### config.mk
export PLATFORM = sky130hd
export DESIGN_NAME = rtc_core
export DESIGN_NICKNAME = d
export VERILOG_FILES = /design/src/inc/rtc_pkg.sv /design/src/rtl/rtc_core.sv
export VERILOG_INCLUDE_DIRS = /design/src /design/src/inc
export SDC_FILE = /design/constraint.sdc
export NUM_CORES = 1
export LEC_CHECK = 0
export BUFFER_PORTS_ARGS = -buffer_cell sky130_fd_sc_hd__buf_2
export CAP_MARGIN = 25
export CORE_MARGIN = 8
export CORE_UTILIZATION = 28
export DETAILED_ROUTE_END_ITERATION = 10
export GPL_TIMING_DRIVEN = 0
export PLACE_DENSITY_LB_ADDON = 0.05
export SYNTH_ARGS = -nofsm -noshare
export SYNTH_HDL_FRONTEND = slang
export SYNTH_SLANG_ARGS = --single-unit
### constraint.sdc
create_clock -name clk -period 4.1 [get_ports clk]
set_input_delay 0.205 -clock clk [delete_from_list [all_inputs] [get_ports clk]]
set_output_delay 0.205 -clock clk [all_outputs]
set_load 0.005 [all_outputs]
### src/inc/rtc_defs.svh
// Register map, field positions, reset values and counts for the clock core
`ifndef RTC_DEFS_SVH
`define RTC_DEFS_SVH
`define A_SEC       6'h00
`define A_MIN       6'h01
`define A_HR        6'h02
`define A_DAY       6'h03
`define A_DATE      6'h04
`define A_MON       6'h05
`define A_YEAR      6'h06
`define A_CTRL      6'h07
`define A_RAM       6'h08
`define A_LAST      6'h3f
`define N_REGS      64
`define N_SHADOW    6'd7
`define M_SEC       8'hff
`define M_MIN       8'h7f
`define M_HR        8'h7f
`define M_DAY       8'h07
`define M_DATE      8'h3f
`define M_MON       8'h1f
`define M_YEAR      8'hff
`define M_CTRL      8'h93
`define M_RAM       8'hff
`define R_SEC       8'h80
`define R_ONE       8'h01
`define R_ZERO      8'h00
`define R_CTRL      8'h03
`define B_HALT      7
`define B_12H       6
`define B_PM        5
`define B_SQUARE_WAVE_ENABLE      4
`define B_OUT       7
`define SEC_LAST    7'h59
`define HR24_LAST   6'h23
`define HR12_11     5'h11
`define HR12_12     5'h12
`define HR12_1      5'h01
`define DAY_LAST    8'h07
`define MON_LAST    8'h12
`define YEAR_LAST   8'h99
`define FEB         8'h02
`define APR         8'h04
`define JUN         8'h06
`define SEP         8'h09
`define NOV         8'h11
`define LEN28       8'h28
`define LEN29       8'h29
`define LEN30       8'h30
`define LEN31       8'h31
`define PRESC_W     15
`define BITS        4'd8
`define FIFO_D      8
`define DEV_ID_DFLT 7'h2a
`endif

### src/inc/rtc_pkg.sv
// Types shared by the clock core
package rtc_pkg;
  typedef logic [5:0] reg_ptr_t;
  typedef logic [7:0] byte_t;
  typedef enum logic [3:0] {
    ST_IDLE = 4'b0000,
    ST_ADDR = 4'b0001,
    ST_AACK = 4'b0011,
    ST_PTR  = 4'b0010,
    ST_PACK = 4'b0110,
    ST_WR   = 4'b0111,
    ST_WACK = 4'b0101,
    ST_RD   = 4'b0100,
    ST_RACK = 4'b1100,
    ST_RNXT = 4'b1101
  } bus_state_t;
endpackage

### src/rtl/rtc_core.sv
// Serial clock/calendar core with user bytes, square-wave pin and write FIFO
// How it works
// - Clock registers sit at 00h-07h, user bytes at 08h-3Fh.
// - Register pointer wraps from 3Fh back to 00h during multibyte access.
// - Access opens with START, address and pointer; runs until STOP.
// - Power-fail lockout aborts transfer, clears pointer; bus engine ignores bus inputs, but START still refreshes shadow bytes.
// - All time and calendar values are kept in BCD nibbles.
// - Weekday advances at midnight, cycling 01 to 07.
// - Date rolls over by month length, including leap-year February.
// - Seconds bit 7 halts prescaler and timekeeping when set.
// - Reset loads 01/01/00, weekday 01, 00:00:00, halt bit set.
// - Hours bit 6 selects 12-hour (1) or 24-hour (0) counting.
// - Hours bit 5 is afternoon flag in 12-hour, tens digit in 24-hour.
// - START copies counters into shadow bytes; reads return the shadow.
// - Writing seconds clears the prescaler, restarting the second.
// - Written byte commits when the core drives its acknowledge.
// - Bits without a field always read back as zero.
// - With square wave off, pin level follows control bit 7.
// - Control bit 4 enables the divided square wave on the pin.
// - Rate select picks 1Hz, 4.096kHz, 8.192kHz or 32.768kHz.
// - At 1Hz, clock registers advance on the square-wave falling edge.
// - Control resets with output bit 0, enable 0, rate bits 1.
// - Pointer increments after every acknowledged data byte written.
// - Read without pointer write starts at the last pointer value.
`timescale 1ns/1ps
`include "rtc_defs.svh"

module wr_fifo #(
  parameter int W = 14,
  parameter int D = 8
) (
  // Clock and reset
  input  wire logic         clk,
  input  wire logic         rst_n,
  // Filling side
  input  wire logic         in_valid,
  output logic              in_ready,
  input  wire logic [W-1:0] in_data,
  // Draining side
  output logic              out_valid,
  input  wire logic         out_ready,
  output logic [W-1:0]      out_data
);
  localparam int AW = $clog2(D);
  localparam logic [AW:0] FULL = D[AW:0];
  logic [W-1:0] mem_r [D];
  logic [AW:0]  wp_r;
  logic [AW:0]  rp_r;
  logic [AW:0]  used;

  // Extra pointer bit tells full from empty
  assign used      = wp_r - rp_r;
  assign in_ready  = used != FULL;
  assign out_valid = used != '0;
  assign out_data  = mem_r[rp_r[AW-1:0]];

  // Storage carries no reset; only pointers are control state
  always_ff @(posedge clk)
  begin
    if (in_valid && in_ready)
    begin
      mem_r[wp_r[AW-1:0]] <= in_data;
    end
  end

  // Pointers
  always_ff @(posedge clk or negedge rst_n)
  begin
    if (!rst_n)
    begin
      wp_r <= '0;
      rp_r <= '0;
    end
    else
    begin
      if (in_valid && in_ready)
        wp_r <= wp_r + 1'b1;
      if (out_valid && out_ready)
        rp_r <= rp_r + 1'b1;
    end
  end
endmodule // wr_fifo

module rtc_core #(
  parameter logic [6:0] DEV_ID = `DEV_ID_DFLT // Arbitrary value
) (
  // Clock and reset
  input  wire logic clk,
  input  wire logic rst_n,
  // Serial bus pins
  input  wire logic scl_in,
  input  wire logic sda_in,
  output logic      sda_out,
  output logic      sda_oe,
  // Oscillator and supply monitor
  input  wire logic osc_in,
  input  wire logic power_fail,
  // Open-drain square-wave pin
  output logic      square_wave_pin,
  output logic      square_wave_oe
);
  import rtc_pkg::*;

  logic       scl_m_r, scl_s_r, scl_d_r;
  logic       sda_m_r, sda_s_r, sda_d_r;
  logic       osc_m_r, osc_s_r, osc_d_r;
  logic       pf_m_r, pf_s_r;
  logic       scl_rise, scl_fall, start_c, stop_c, osc_rise;
  bus_state_t state_r;
  logic [3:0] bit_cnt_r;
  byte_t      shift_r;
  byte_t      tx_r;
  logic       sda_oe_r;
  reg_ptr_t   ptr_r;
  byte_t      mem_r [`N_REGS];
  byte_t      sh_r [7];
  byte_t      rd_byte;
  logic [`PRESC_W-1:0] presc_r;
  logic       halt, tick, sq_lvl_r;
  logic       push, f_ready, f_valid, wr_take, byte_end;
  logic [13:0] f_data;
  reg_ptr_t   wr_addr;
  byte_t      wr_data;
  byte_t      sec_nxt, min_nxt, hr_nxt, day_nxt;
  byte_t      date_nxt, mon_nxt, year_nxt;
  logic       c_min, c_hr, c_day, c_mon, c_year;

  // Increment one BCD byte, units carrying into tens
  function automatic byte_t bcd_inc(input byte_t v);
    bcd_inc = (v[3:0] == 4'h9) ? {v[7:4] + 4'h1, 4'h0} : v + 8'h01;
  endfunction

  // Leap years in 00-99: multiples of four in BCD
  function automatic logic is_leap(input byte_t y);
    is_leap = y[4] ? (y[3:0] == 4'h2 || y[3:0] == 4'h6)
                   : (y[3:0] == 4'h0 || y[3:0] == 4'h4 || y[3:0] == 4'h8);
  endfunction

  // Last date of a month
  function automatic byte_t month_len(input byte_t m, input byte_t y);
    case (m)
      `FEB:    month_len = is_leap(y) ? `LEN29 : `LEN28;
      `APR,
      `JUN,
      `SEP,
      `NOV:    month_len = `LEN30;
      default: month_len = `LEN31;
    endcase
  endfunction

  // Unused bits are dropped on write so they read as zero
  function automatic byte_t reg_mask(input reg_ptr_t a);
    case (a)
      `A_SEC:  reg_mask = `M_SEC;
      `A_MIN:  reg_mask = `M_MIN;
      `A_HR:   reg_mask = `M_HR;
      `A_DAY:  reg_mask = `M_DAY;
      `A_DATE: reg_mask = `M_DATE;
      `A_MON:  reg_mask = `M_MON;
      `A_YEAR: reg_mask = `M_YEAR;
      `A_CTRL: reg_mask = `M_CTRL;
      default: reg_mask = `M_RAM;
    endcase
  endfunction

  // Pin synchronisers plus one delay stage for edge detection
  always_ff @(posedge clk or negedge rst_n)
  begin
    if (!rst_n)
    begin
      {scl_m_r, scl_s_r, scl_d_r} <= 3'b111;
      {sda_m_r, sda_s_r, sda_d_r} <= 3'b111;
      {osc_m_r, osc_s_r, osc_d_r} <= 3'b000;
      {pf_m_r, pf_s_r}            <= 2'b00;
    end
    else
    begin
      {scl_m_r, scl_s_r, scl_d_r} <= {scl_in, scl_m_r, scl_s_r};
      {sda_m_r, sda_s_r, sda_d_r} <= {sda_in, sda_m_r, sda_s_r};
      {osc_m_r, osc_s_r, osc_d_r} <= {osc_in, osc_m_r, osc_s_r};
      {pf_m_r, pf_s_r}            <= {power_fail, pf_m_r};
    end
  end

  // Bus conditions; data moves only while the clock line is low
  assign scl_rise = scl_s_r & ~scl_d_r;
  assign scl_fall = ~scl_s_r & scl_d_r;
  assign start_c  = scl_s_r & scl_d_r & sda_d_r & ~sda_s_r;
  assign stop_c   = scl_s_r & scl_d_r & ~sda_d_r & sda_s_r;
  assign osc_rise = osc_s_r & ~osc_d_r;
  assign byte_end = scl_fall && (bit_cnt_r == `BITS);

  // Reads below the control byte come from the shadow copy
  assign rd_byte = (ptr_r < `N_SHADOW) ? sh_r[ptr_r[2:0]] : mem_r[ptr_r];

  // Commit request raised in the byte-ending cycle, one cycle before the acknowledge is driven
  assign push = (state_r == ST_WR) && byte_end && !pf_s_r;

  // Bus engine
  always_ff @(posedge clk or negedge rst_n)
  begin
    if (!rst_n)
    begin
      state_r   <= ST_IDLE;
      bit_cnt_r <= 4'd0;
      shift_r   <= 8'h00;
      tx_r      <= 8'h00;
      sda_oe_r  <= 1'b0;
      ptr_r     <= `A_SEC;
    end
    else if (pf_s_r)
    begin
      state_r  <= ST_IDLE;
      sda_oe_r <= 1'b0;
      ptr_r    <= `A_SEC;
    end
    else if (start_c)
    begin
      state_r   <= ST_ADDR;
      bit_cnt_r <= 4'd0;
      sda_oe_r  <= 1'b0;
    end
    else if (stop_c)
    begin
      state_r  <= ST_IDLE;
      sda_oe_r <= 1'b0;
    end
    else
    begin
      case (state_r)
        ST_ADDR,
        ST_PTR,
        ST_WR:
        begin
          if (scl_rise)
          begin
            shift_r   <= {shift_r[6:0], sda_s_r};
            bit_cnt_r <= bit_cnt_r + 4'd1;
          end
          else if (byte_end)
          begin
            bit_cnt_r <= 4'd0;
            if (state_r == ST_ADDR)
            begin
              // Foreign address: stay off the bus until the next START
              if (shift_r[7:1] == DEV_ID)
              begin
                sda_oe_r <= 1'b1;
                state_r  <= ST_AACK;
              end
              else
                state_r <= ST_IDLE;
            end
            else if (state_r == ST_PTR)
            begin
              ptr_r    <= shift_r[5:0];
              sda_oe_r <= 1'b1;
              state_r  <= ST_PACK;
            end
            else
            begin
              // A full FIFO answers not-acknowledge and keeps the pointer
              if (f_ready)
              begin
                sda_oe_r <= 1'b1;
                ptr_r    <= ptr_r + 6'd1;
              end
              state_r <= ST_WACK;
            end
          end
        end
        ST_AACK:
        begin
          if (scl_fall)
          begin
            if (shift_r[0])
            begin
              tx_r      <= rd_byte;
              sda_oe_r  <= ~rd_byte[7];
              bit_cnt_r <= 4'd1;
              ptr_r     <= ptr_r + 6'd1;
              state_r   <= ST_RD;
            end
            else
            begin
              sda_oe_r <= 1'b0;
              state_r  <= ST_PTR;
            end
          end
        end
        ST_PACK,
        ST_WACK:
        begin
          if (scl_fall)
          begin
            sda_oe_r <= 1'b0;
            state_r  <= ST_WR;
          end
        end
        ST_RD:
        begin
          if (byte_end)
          begin
            sda_oe_r  <= 1'b0;
            bit_cnt_r <= 4'd0;
            state_r   <= ST_RACK;
          end
          else if (scl_fall)
          begin
            tx_r      <= {tx_r[6:0], 1'b0};
            sda_oe_r  <= ~tx_r[6];
            bit_cnt_r <= bit_cnt_r + 4'd1;
          end
        end
        ST_RACK:
        begin
          // High line means the master wants no more bytes
          if (scl_rise)
            state_r <= sda_s_r ? ST_IDLE : ST_RNXT;
        end
        ST_RNXT:
        begin
          if (scl_fall)
          begin
            tx_r      <= rd_byte;
            sda_oe_r  <= ~rd_byte[7];
            bit_cnt_r <= 4'd1;
            ptr_r     <= ptr_r + 6'd1;
            state_r   <= ST_RD;
          end
        end
        default:
          state_r <= ST_IDLE;
      endcase
    end
  end

  // Open drain: low is driven, high is released
  assign sda_out = 1'b0;
  assign sda_oe  = sda_oe_r;

  // Write path buffer between bus engine and register array
  wr_fifo #(
    .W (14),
    .D (`FIFO_D)
  ) u_wr_fifo (
    .clk       (clk),
    .rst_n     (rst_n),
    .in_valid  (push),
    .in_ready  (f_ready),
    .in_data   ({ptr_r, shift_r}),
    .out_valid (f_valid),
    .out_ready (!tick),
    .out_data  (f_data)
  );

  // A write waits one cycle when it collides with a counter update
  assign wr_take = f_valid && !tick;
  assign wr_addr = f_data[13:8];
  assign wr_data = f_data[7:0] & reg_mask(f_data[13:8]);

  // Prescaler stops while halted and restarts on a seconds write
  assign halt = mem_r[`A_SEC][`B_HALT];
  assign tick = osc_rise && !halt && (presc_r == '1);

  always_ff @(posedge clk or negedge rst_n)
  begin
    if (!rst_n)
      presc_r <= '0;
    else if (wr_take && wr_addr == `A_SEC)
      presc_r <= '0;
    else if (osc_rise && !halt)
      presc_r <= presc_r + 1'b1;
  end

  // Shadow copy of the seven counter bytes, taken at START
  always_ff @(posedge clk or negedge rst_n)
  begin
    if (!rst_n)
    begin
      for (int i = 0; i < 7; i++)
        sh_r[i] <= `R_ZERO;
    end
    else if (start_c)
    begin
      for (int i = 0; i < 7; i++)
        sh_r[i] <= mem_r[i];
    end
  end

  // Ripple of carries from seconds up to year
  always_comb
  begin
    c_min = mem_r[`A_SEC][6:0] == `SEC_LAST;
    sec_nxt = c_min ? {mem_r[`A_SEC][7], 7'h00}
                    : {mem_r[`A_SEC][7], 7'(bcd_inc(mem_r[`A_SEC]))};
    c_hr = mem_r[`A_MIN][6:0] == `SEC_LAST;
    min_nxt = c_hr ? `R_ZERO : bcd_inc(mem_r[`A_MIN]);
    hr_nxt = mem_r[`A_HR];
    c_day = 1'b0;
    if (mem_r[`A_HR][`B_12H])
    begin
      // Twelve-hour: 11 to 12 flips the half, midnight after 11 PM
      if (mem_r[`A_HR][4:0] == `HR12_12)
        hr_nxt[4:0] = `HR12_1;
      else if (mem_r[`A_HR][4:0] == `HR12_11)
      begin
        hr_nxt[4:0]   = `HR12_12;
        hr_nxt[`B_PM] = ~mem_r[`A_HR][`B_PM];
        c_day         = mem_r[`A_HR][`B_PM];
      end
      else
        hr_nxt[4:0] = 5'(bcd_inc({3'b000, mem_r[`A_HR][4:0]}));
    end
    else
    begin
      // Twenty-four-hour: bit 5 is the tens digit for 20-23
      c_day = mem_r[`A_HR][5:0] == `HR24_LAST;
      hr_nxt[5:0] = c_day ? 6'h00
                          : 6'(bcd_inc({2'b00, mem_r[`A_HR][5:0]}));
    end
    day_nxt = (mem_r[`A_DAY] == `DAY_LAST) ? `R_ONE : bcd_inc(mem_r[`A_DAY]);
    c_mon = mem_r[`A_DATE] == month_len(mem_r[`A_MON], mem_r[`A_YEAR]);
    date_nxt = c_mon ? `R_ONE : bcd_inc(mem_r[`A_DATE]);
    c_year = mem_r[`A_MON] == `MON_LAST;
    mon_nxt = c_year ? `R_ONE : bcd_inc(mem_r[`A_MON]);
    year_nxt = (mem_r[`A_YEAR] == `YEAR_LAST) ? `R_ZERO : bcd_inc(mem_r[`A_YEAR]);
  end

  // Register array: counters, control and user bytes
  always_ff @(posedge clk or negedge rst_n)
  begin
    if (!rst_n)
    begin
      for (int i = 0; i < `N_REGS; i++)
        mem_r[i] <= `R_ZERO;
      mem_r[`A_SEC]  <= `R_SEC;
      mem_r[`A_DAY]  <= `R_ONE;
      mem_r[`A_DATE] <= `R_ONE;
      mem_r[`A_MON]  <= `R_ONE;
      mem_r[`A_CTRL] <= `R_CTRL;
    end
    else
    begin
      if (tick)
      begin
        mem_r[`A_SEC] <= sec_nxt;
        if (c_min)
        begin
          mem_r[`A_MIN] <= min_nxt;
          if (c_hr)
          begin
            mem_r[`A_HR] <= hr_nxt;
            if (c_day)
            begin
              mem_r[`A_DAY]  <= day_nxt;
              mem_r[`A_DATE] <= date_nxt;
              if (c_mon)
              begin
                mem_r[`A_MON] <= mon_nxt;
                if (c_year)
                  mem_r[`A_YEAR] <= year_nxt;
              end
            end
          end
        end
      end
      // Hours format bit is stored as written; no conversion
      if (wr_take)
        mem_r[wr_addr] <= wr_data;
    end
  end

  // Pin source: divider taps or static level
  always_ff @(posedge clk or negedge rst_n)
  begin
    if (!rst_n)
      sq_lvl_r <= 1'b0;
    else if (mem_r[`A_CTRL][`B_SQUARE_WAVE_ENABLE])
    begin
      case (mem_r[`A_CTRL][1:0])
        2'b00:   sq_lvl_r <= presc_r[14];
        2'b01:   sq_lvl_r <= presc_r[2];
        2'b10:   sq_lvl_r <= presc_r[1];
        default: sq_lvl_r <= osc_s_r;
      endcase
    end
    else
      sq_lvl_r <= mem_r[`A_CTRL][`B_OUT];
  end

  // Open drain: pulls low only
  assign square_wave_pin = 1'b0;
  assign square_wave_oe  = ~sq_lvl_r;
endmodule // rtc_core

==> report_table.html <==
<table>
<tr><th>Metric</th><th>Value</th></tr>
<tr><th colspan="2">STA</th></tr>
<tr><td>Max-slew headroom at the worst pin</td><td>29.9%</td></tr>
<tr><td>Unrepaired setup endpoints after global routing</td><td>true</td></tr>
<tr><td>Final-report max-slew violation count</td><td>0</td></tr>
<tr><td>Final hold violation count</td><td>0</td></tr>
<tr><td>Finish-stage setup viols</td><td>0</td></tr>
<tr><td>Part of the cycle the worst path needs</td><td>99.2%</td></tr>
<tr><td>Final setup skew</td><td>0.0441 ns</td></tr>
<tr><td>Worst Tran Pin Value</td><td>1.05 ns</td></tr>
<tr><td>F_max</td><td>0.246 GHz</td></tr>
<tr><td>Minimum clock period</td><td>4.07 ns</td></tr>
<tr><th colspan="2">Flow run</th></tr>
<tr><td>Max cap viols</td><td>0</td></tr>
<tr><th colspan="2">Die</th></tr>
<tr><td>Die area</td><td>141000 um2</td></tr>
<tr><td>Core area</td><td>129000 um2</td></tr>
<tr><td>Starting density of the core</td><td>28.1%</td></tr>
<tr><td>Die width</td><td>376 um</td></tr>
<tr><td>I/O pin count</td><td>10</td></tr>
<tr><td>Placement row count</td><td>132</td></tr>
<tr><td>Die Span Y</td><td>376 um</td></tr>
<tr><th colspan="2">Synthesis</th></tr>
<tr><td>Area of the mapped netlist</td><td>36200 um2</td></tr>
<tr><td>Fraction of the mapped netlist area in compound gates</td><td>6.44%</td></tr>
<tr><td>Synth top area cells</td><td>dfrtp_1 43%, mux2_2 15%, mux4_2 11%, edfxtp_1 9.3%, nand2_1 3.0%</td></tr>
<tr><td>Prevailing post-synth register cell</td><td>dfrtp_1</td></tr>
<tr><td>Ranking of synthesized cells by instance count</td><td>621 x dfrtp_1, 471 x mux2_2, 292 x nand2_1, 170 x mux4_2, 138 x clkbuf_1</td></tr>
<tr><td>Post-synthesis sequential area ratio</td><td>53.1%</td></tr>
<tr><td>Xor/xnor share of the synthesized area</td><td>1.17%</td></tr>
<tr><td>Count of flip-flops with a built-in enable after synthesis</td><td>112</td></tr>
<tr><td>Most frequent cell after synthesis</td><td>dfrtp_1</td></tr>
<tr><td>Count of state elements after synthesis</td><td>745</td></tr>
<tr><td>Area share of the leading cell type in the synthesized netlist</td><td>42.9%</td></tr>
<tr><td>Async SR Flop Fraction</td><td>85.0%</td></tr>
<tr><td>Yosys synthesis warning count</td><td>0</td></tr>
<tr><td>Post-synthesis cell type count</td><td>89</td></tr>
<tr><td>Mux contribution to synthesized area</td><td>26.8%</td></tr>
<tr><td>Cell count after synthesis</td><td>2752</td></tr>
<tr><td>Library cell with the largest summed area after synthesis</td><td>dfrtp_1</td></tr>
<tr><td>Synth Area per Inst</td><td>13.2 um2</td></tr>
<tr><td>Area fraction in and, or, nand and nor cells after synthesis</td><td>8.97%</td></tr>
<tr><td>Largest family of logic cells by synthesized area</td><td>multiplexers</td></tr>
<tr><td>Adder-cell share of the synthesized area</td><td>0.933%</td></tr>
<tr><th colspan="2">Clock tree</th></tr>
<tr><td>Level count of the clock H-tree</td><td>3</td></tr>
<tr><td>Clock-pin slew on the worst setup and hold paths</td><td>0.06 ns</td></tr>
<tr><td>Maximum buffer depth of the clock tree</td><td>3</td></tr>
<tr><td>Clock insertion delay at the later pin of the skew report</td><td>0.70 ns</td></tr>
<tr><td>Sink count of the clock tree</td><td>745</td></tr>
<tr><td>CTS tree</td><td>built</td></tr>
<tr><td>Clock root buffer master</td><td>clkbuf_16</td></tr>
<tr><td>CTS Buf Count</td><td>93</td></tr>
<tr><th colspan="2">GRT</th></tr>
<tr><td>Initial antenna violation count</td><td>6</td></tr>
<tr><td>Maximum number of pins on one net before global-route repair</td><td>118</td></tr>
<tr><td>Tot GR Track Use</td><td>19.4%</td></tr>
<tr><td>Number of global-route vias before repair</td><td>25700</td></tr>
<tr><td>Congestion Overflow GR</td><td>0</td></tr>
<tr><td>Wire length of the first global-routing pass</td><td>198000 um</td></tr>
<tr><th colspan="2">Power and ir drop</th></tr>
<tr><td>Cell Pwr Density</td><td>424 nW/um2</td></tr>
<tr><td>Overall Power</td><td>18.2 mW</td></tr>
<tr><td>Leakage power summed over all cells</td><td>18.5 nW</td></tr>
<tr><td>Peak supply drop</td><td>0.000378 V</td></tr>
<tr><th colspan="2">Route</th></tr>
<tr><td>Routed vias/inst</td><td>5.24</td></tr>
<tr><td>Number of remaining DRC errors</td><td>0</td></tr>
<tr><td>Detailed-route via count</td><td>24800</td></tr>
<tr><td>Detailed-route wire length per cell</td><td>29.2 um</td></tr>
<tr><td>Antenna violation net count after detailed routing</td><td>0</td></tr>
<tr><td>Number of DRC violations after detailed-routing iteration 0</td><td>1960</td></tr>
<tr><td>Total Wirelength</td><td>138000 um</td></tr>
<tr><td>First drt pass iteration count</td><td>5</td></tr>
<tr><th colspan="2">Setup path</th></tr>
<tr><td>Maximum cell stage delay along the critical path</td><td>0.82 ns</td></tr>
<tr><td>CP required</td><td>4.66 ns</td></tr>
<tr><td>Cell at the slowest stage of the critical path</td><td>clkdlybuf4s15_1</td></tr>
<tr><td>Launching point of the worst reg2reg path</td><td>ptr_r[2]</td></tr>
<tr><td>Critical Path Fanout Max</td><td>10</td></tr>
<tr><td>CP Cell Sequence</td><td>clkbuf_2 &gt; clkbuf_1 &gt; clkbuf_2 &gt; clkdlybuf4s15_1 &gt; mux2i_1 &gt; o21ai_0 &gt; mux2i_1 &gt; o31ai_1</td></tr>
<tr><td>Crit path arrival time</td><td>4.63 ns</td></tr>
<tr><td>Worst setup EP type</td><td>register</td></tr>
<tr><td>Setup Crit Path Kind</td><td>register to register</td></tr>
<tr><td>Worst Setup Start Kind</td><td>register</td></tr>
<tr><td>CP startpoint</td><td>ptr_r[2]</td></tr>
<tr><th colspan="2">Worst hold path</th></tr>
<tr><td>Class of the tightest hold or removal check</td><td>primary input to register</td></tr>
<tr><td>Hold Startpoint</td><td>sda_in</td></tr>
<tr><th colspan="2">Place</th></tr>
<tr><td>Input/output buffers</td><td>7</td></tr>
<tr><td>Post-Place Cells</td><td>4552</td></tr>
<tr><td>Routability cong.</td><td>0.862</td></tr>
<tr><td>Area after DPL</td><td>39300 um2</td></tr>
<tr><td>Half-perimeter wire length after detailed placement</td><td>101000 um</td></tr>
<tr><th colspan="2">Final layout</th></tr>
<tr><td>Post-route cell area</td><td>42900 um2</td></tr>
<tr><td>Layout cell share with drive strength beyond 1</td><td>33.6%</td></tr>
<tr><td>Core utilization of the finished layout</td><td>33.2%</td></tr>
<tr><td>Net count of the finished layout</td><td>2954</td></tr>
<tr><td>Final standard cell count with taps included and fillers excluded</td><td>4740</td></tr>
<tr><td>Layout area overhead</td><td>18.3%</td></tr>
<tr><th colspan="2">Status</th></tr>
<tr><td>Run status</td><td>completed</td></tr>
</table>
cell usage in the layout, fill, tap and decap left out, drive strengths merged, types with 24 or more instances in the layout:
cell type,synthesis,layout
o21ai,96,96
mux2,475,475
nor3,43,43
edfxtp,112,112
ha,27,27
clkbuf,138,286
nand2,292,292
buf,53,118
a21oi,57,57
xnor2,26,26
dfrtp,621,621
nor2,79,79
nand3,39,39
mux4,170,170
a31oi,30,30
nor2b,31,31
nor4,24,24
mux2i,51,51
inv,48,52
logic make-up (layout without fill, tap and decap cells):
kind of cell	count (synthesis)	count (layout)
compound gates	351	351
other cells	1	4
fa+ha+maj	27	27
xor+xnor	47	47
mux	696	696
flops	745	745
buf+inv	240	483
simple gates	645	645
metrics by stage:
step / setup TNS, ns / setup slack [ns] / hold WS [ns]
2_1_floorplan: 0 / 0.0816 / -0.0906
3_3_place_gp: -7765.80 / -11.16 / 0.314
3_5_place_dp: -530.42 / -1.38 / 0.166
4_1_cts: 0 / 0.0000115 / 0.0922
5_1_grt: -1.50 / -0.0805 / 0.125
6_report: 0 / 0.0345 / 0.156
routing by layer:
layer  share of wire (%)  vias to the layer above  track usage (%)
met4                 3.0                        0             5.49
met5                   0                        -                0
met1                  45                    13400             26.6
met2                  48                      574             32.1
li1                    -                    10600                -
met3                 3.8                      209             2.54
final timing paths:
kind,slack (ns),cells after the start,endpoint
max,0.03,8,tx_r[6]
min,0.16,2,sda_m_r
max reg2reg,0.03,8,tx_r[6]
min reg2reg,0.35,0,pf_s_r
max in group asynchronous,1.50,6,mem_r[145]
min in group asynchronous,0.57,3,shift_r[3]
layout make-up:
cell class / count / area (um2)
diodes: 2 / 5.00
plain buffers: 187 / 852
clock buffers: 149 / 2770
clock inverters: 21 / 270
fillers: 12700 / 86100
inverters: 49 / 189
multi-input cells: 1768 / 16300
flip-flops and latches: 745 / 19200
well taps: 1742 / 2180
repair buffers: 77 / 1070
repair_timing:
| action | in CTS | in global routing |
|---|---|---|
| setup buffers | 8 | 4 |
| resized for setup | 77 | 27 |
| pin swaps | 5 | 2 |
| cloned | 0 | 0 |
| endpoints found under the hold margin | 263 | 0 |
| hold buffers | 7 | 0 |
| setup endpoints to repair | 655 | 324 |
power by group:
| group | leakage, nW | internal, mW | switching, mW |
|---|---|---|---|
| Clock | 1.49 | 4.88 | 3.36 |
| Sequential | 9.86 | 7.63 | 0.154 |
| Combinational | 7.10 | 0.733 | 1.40 |
| Total | 18.5 | 13.2 | 4.91 |
worst max-delay path, delay by kind of cell (launching register included):
kind	cells	cell delay, ns
AO/OA/AOI/OAI	2	0.27
multiplexers	2	0.53
flip-flops	1	0.58
buffers and inverters	4	2.51
state kept, by name, indices dropped and copies added, names as in the netlist, 2 cells and up:
name / count
u_wr_fifo.rp_r: 4
tx_r: 7
ptr_r: 6
shift_r: 8
hr_nxt: 2
presc_r: 15
u_wr_fifo.mem_r: 112
bit_cnt_r: 4
sh_r: 56
mem_r: 509
u_wr_fifo.wp_r: 4
state_r: 4
Power figures use the tool's default switching activity.
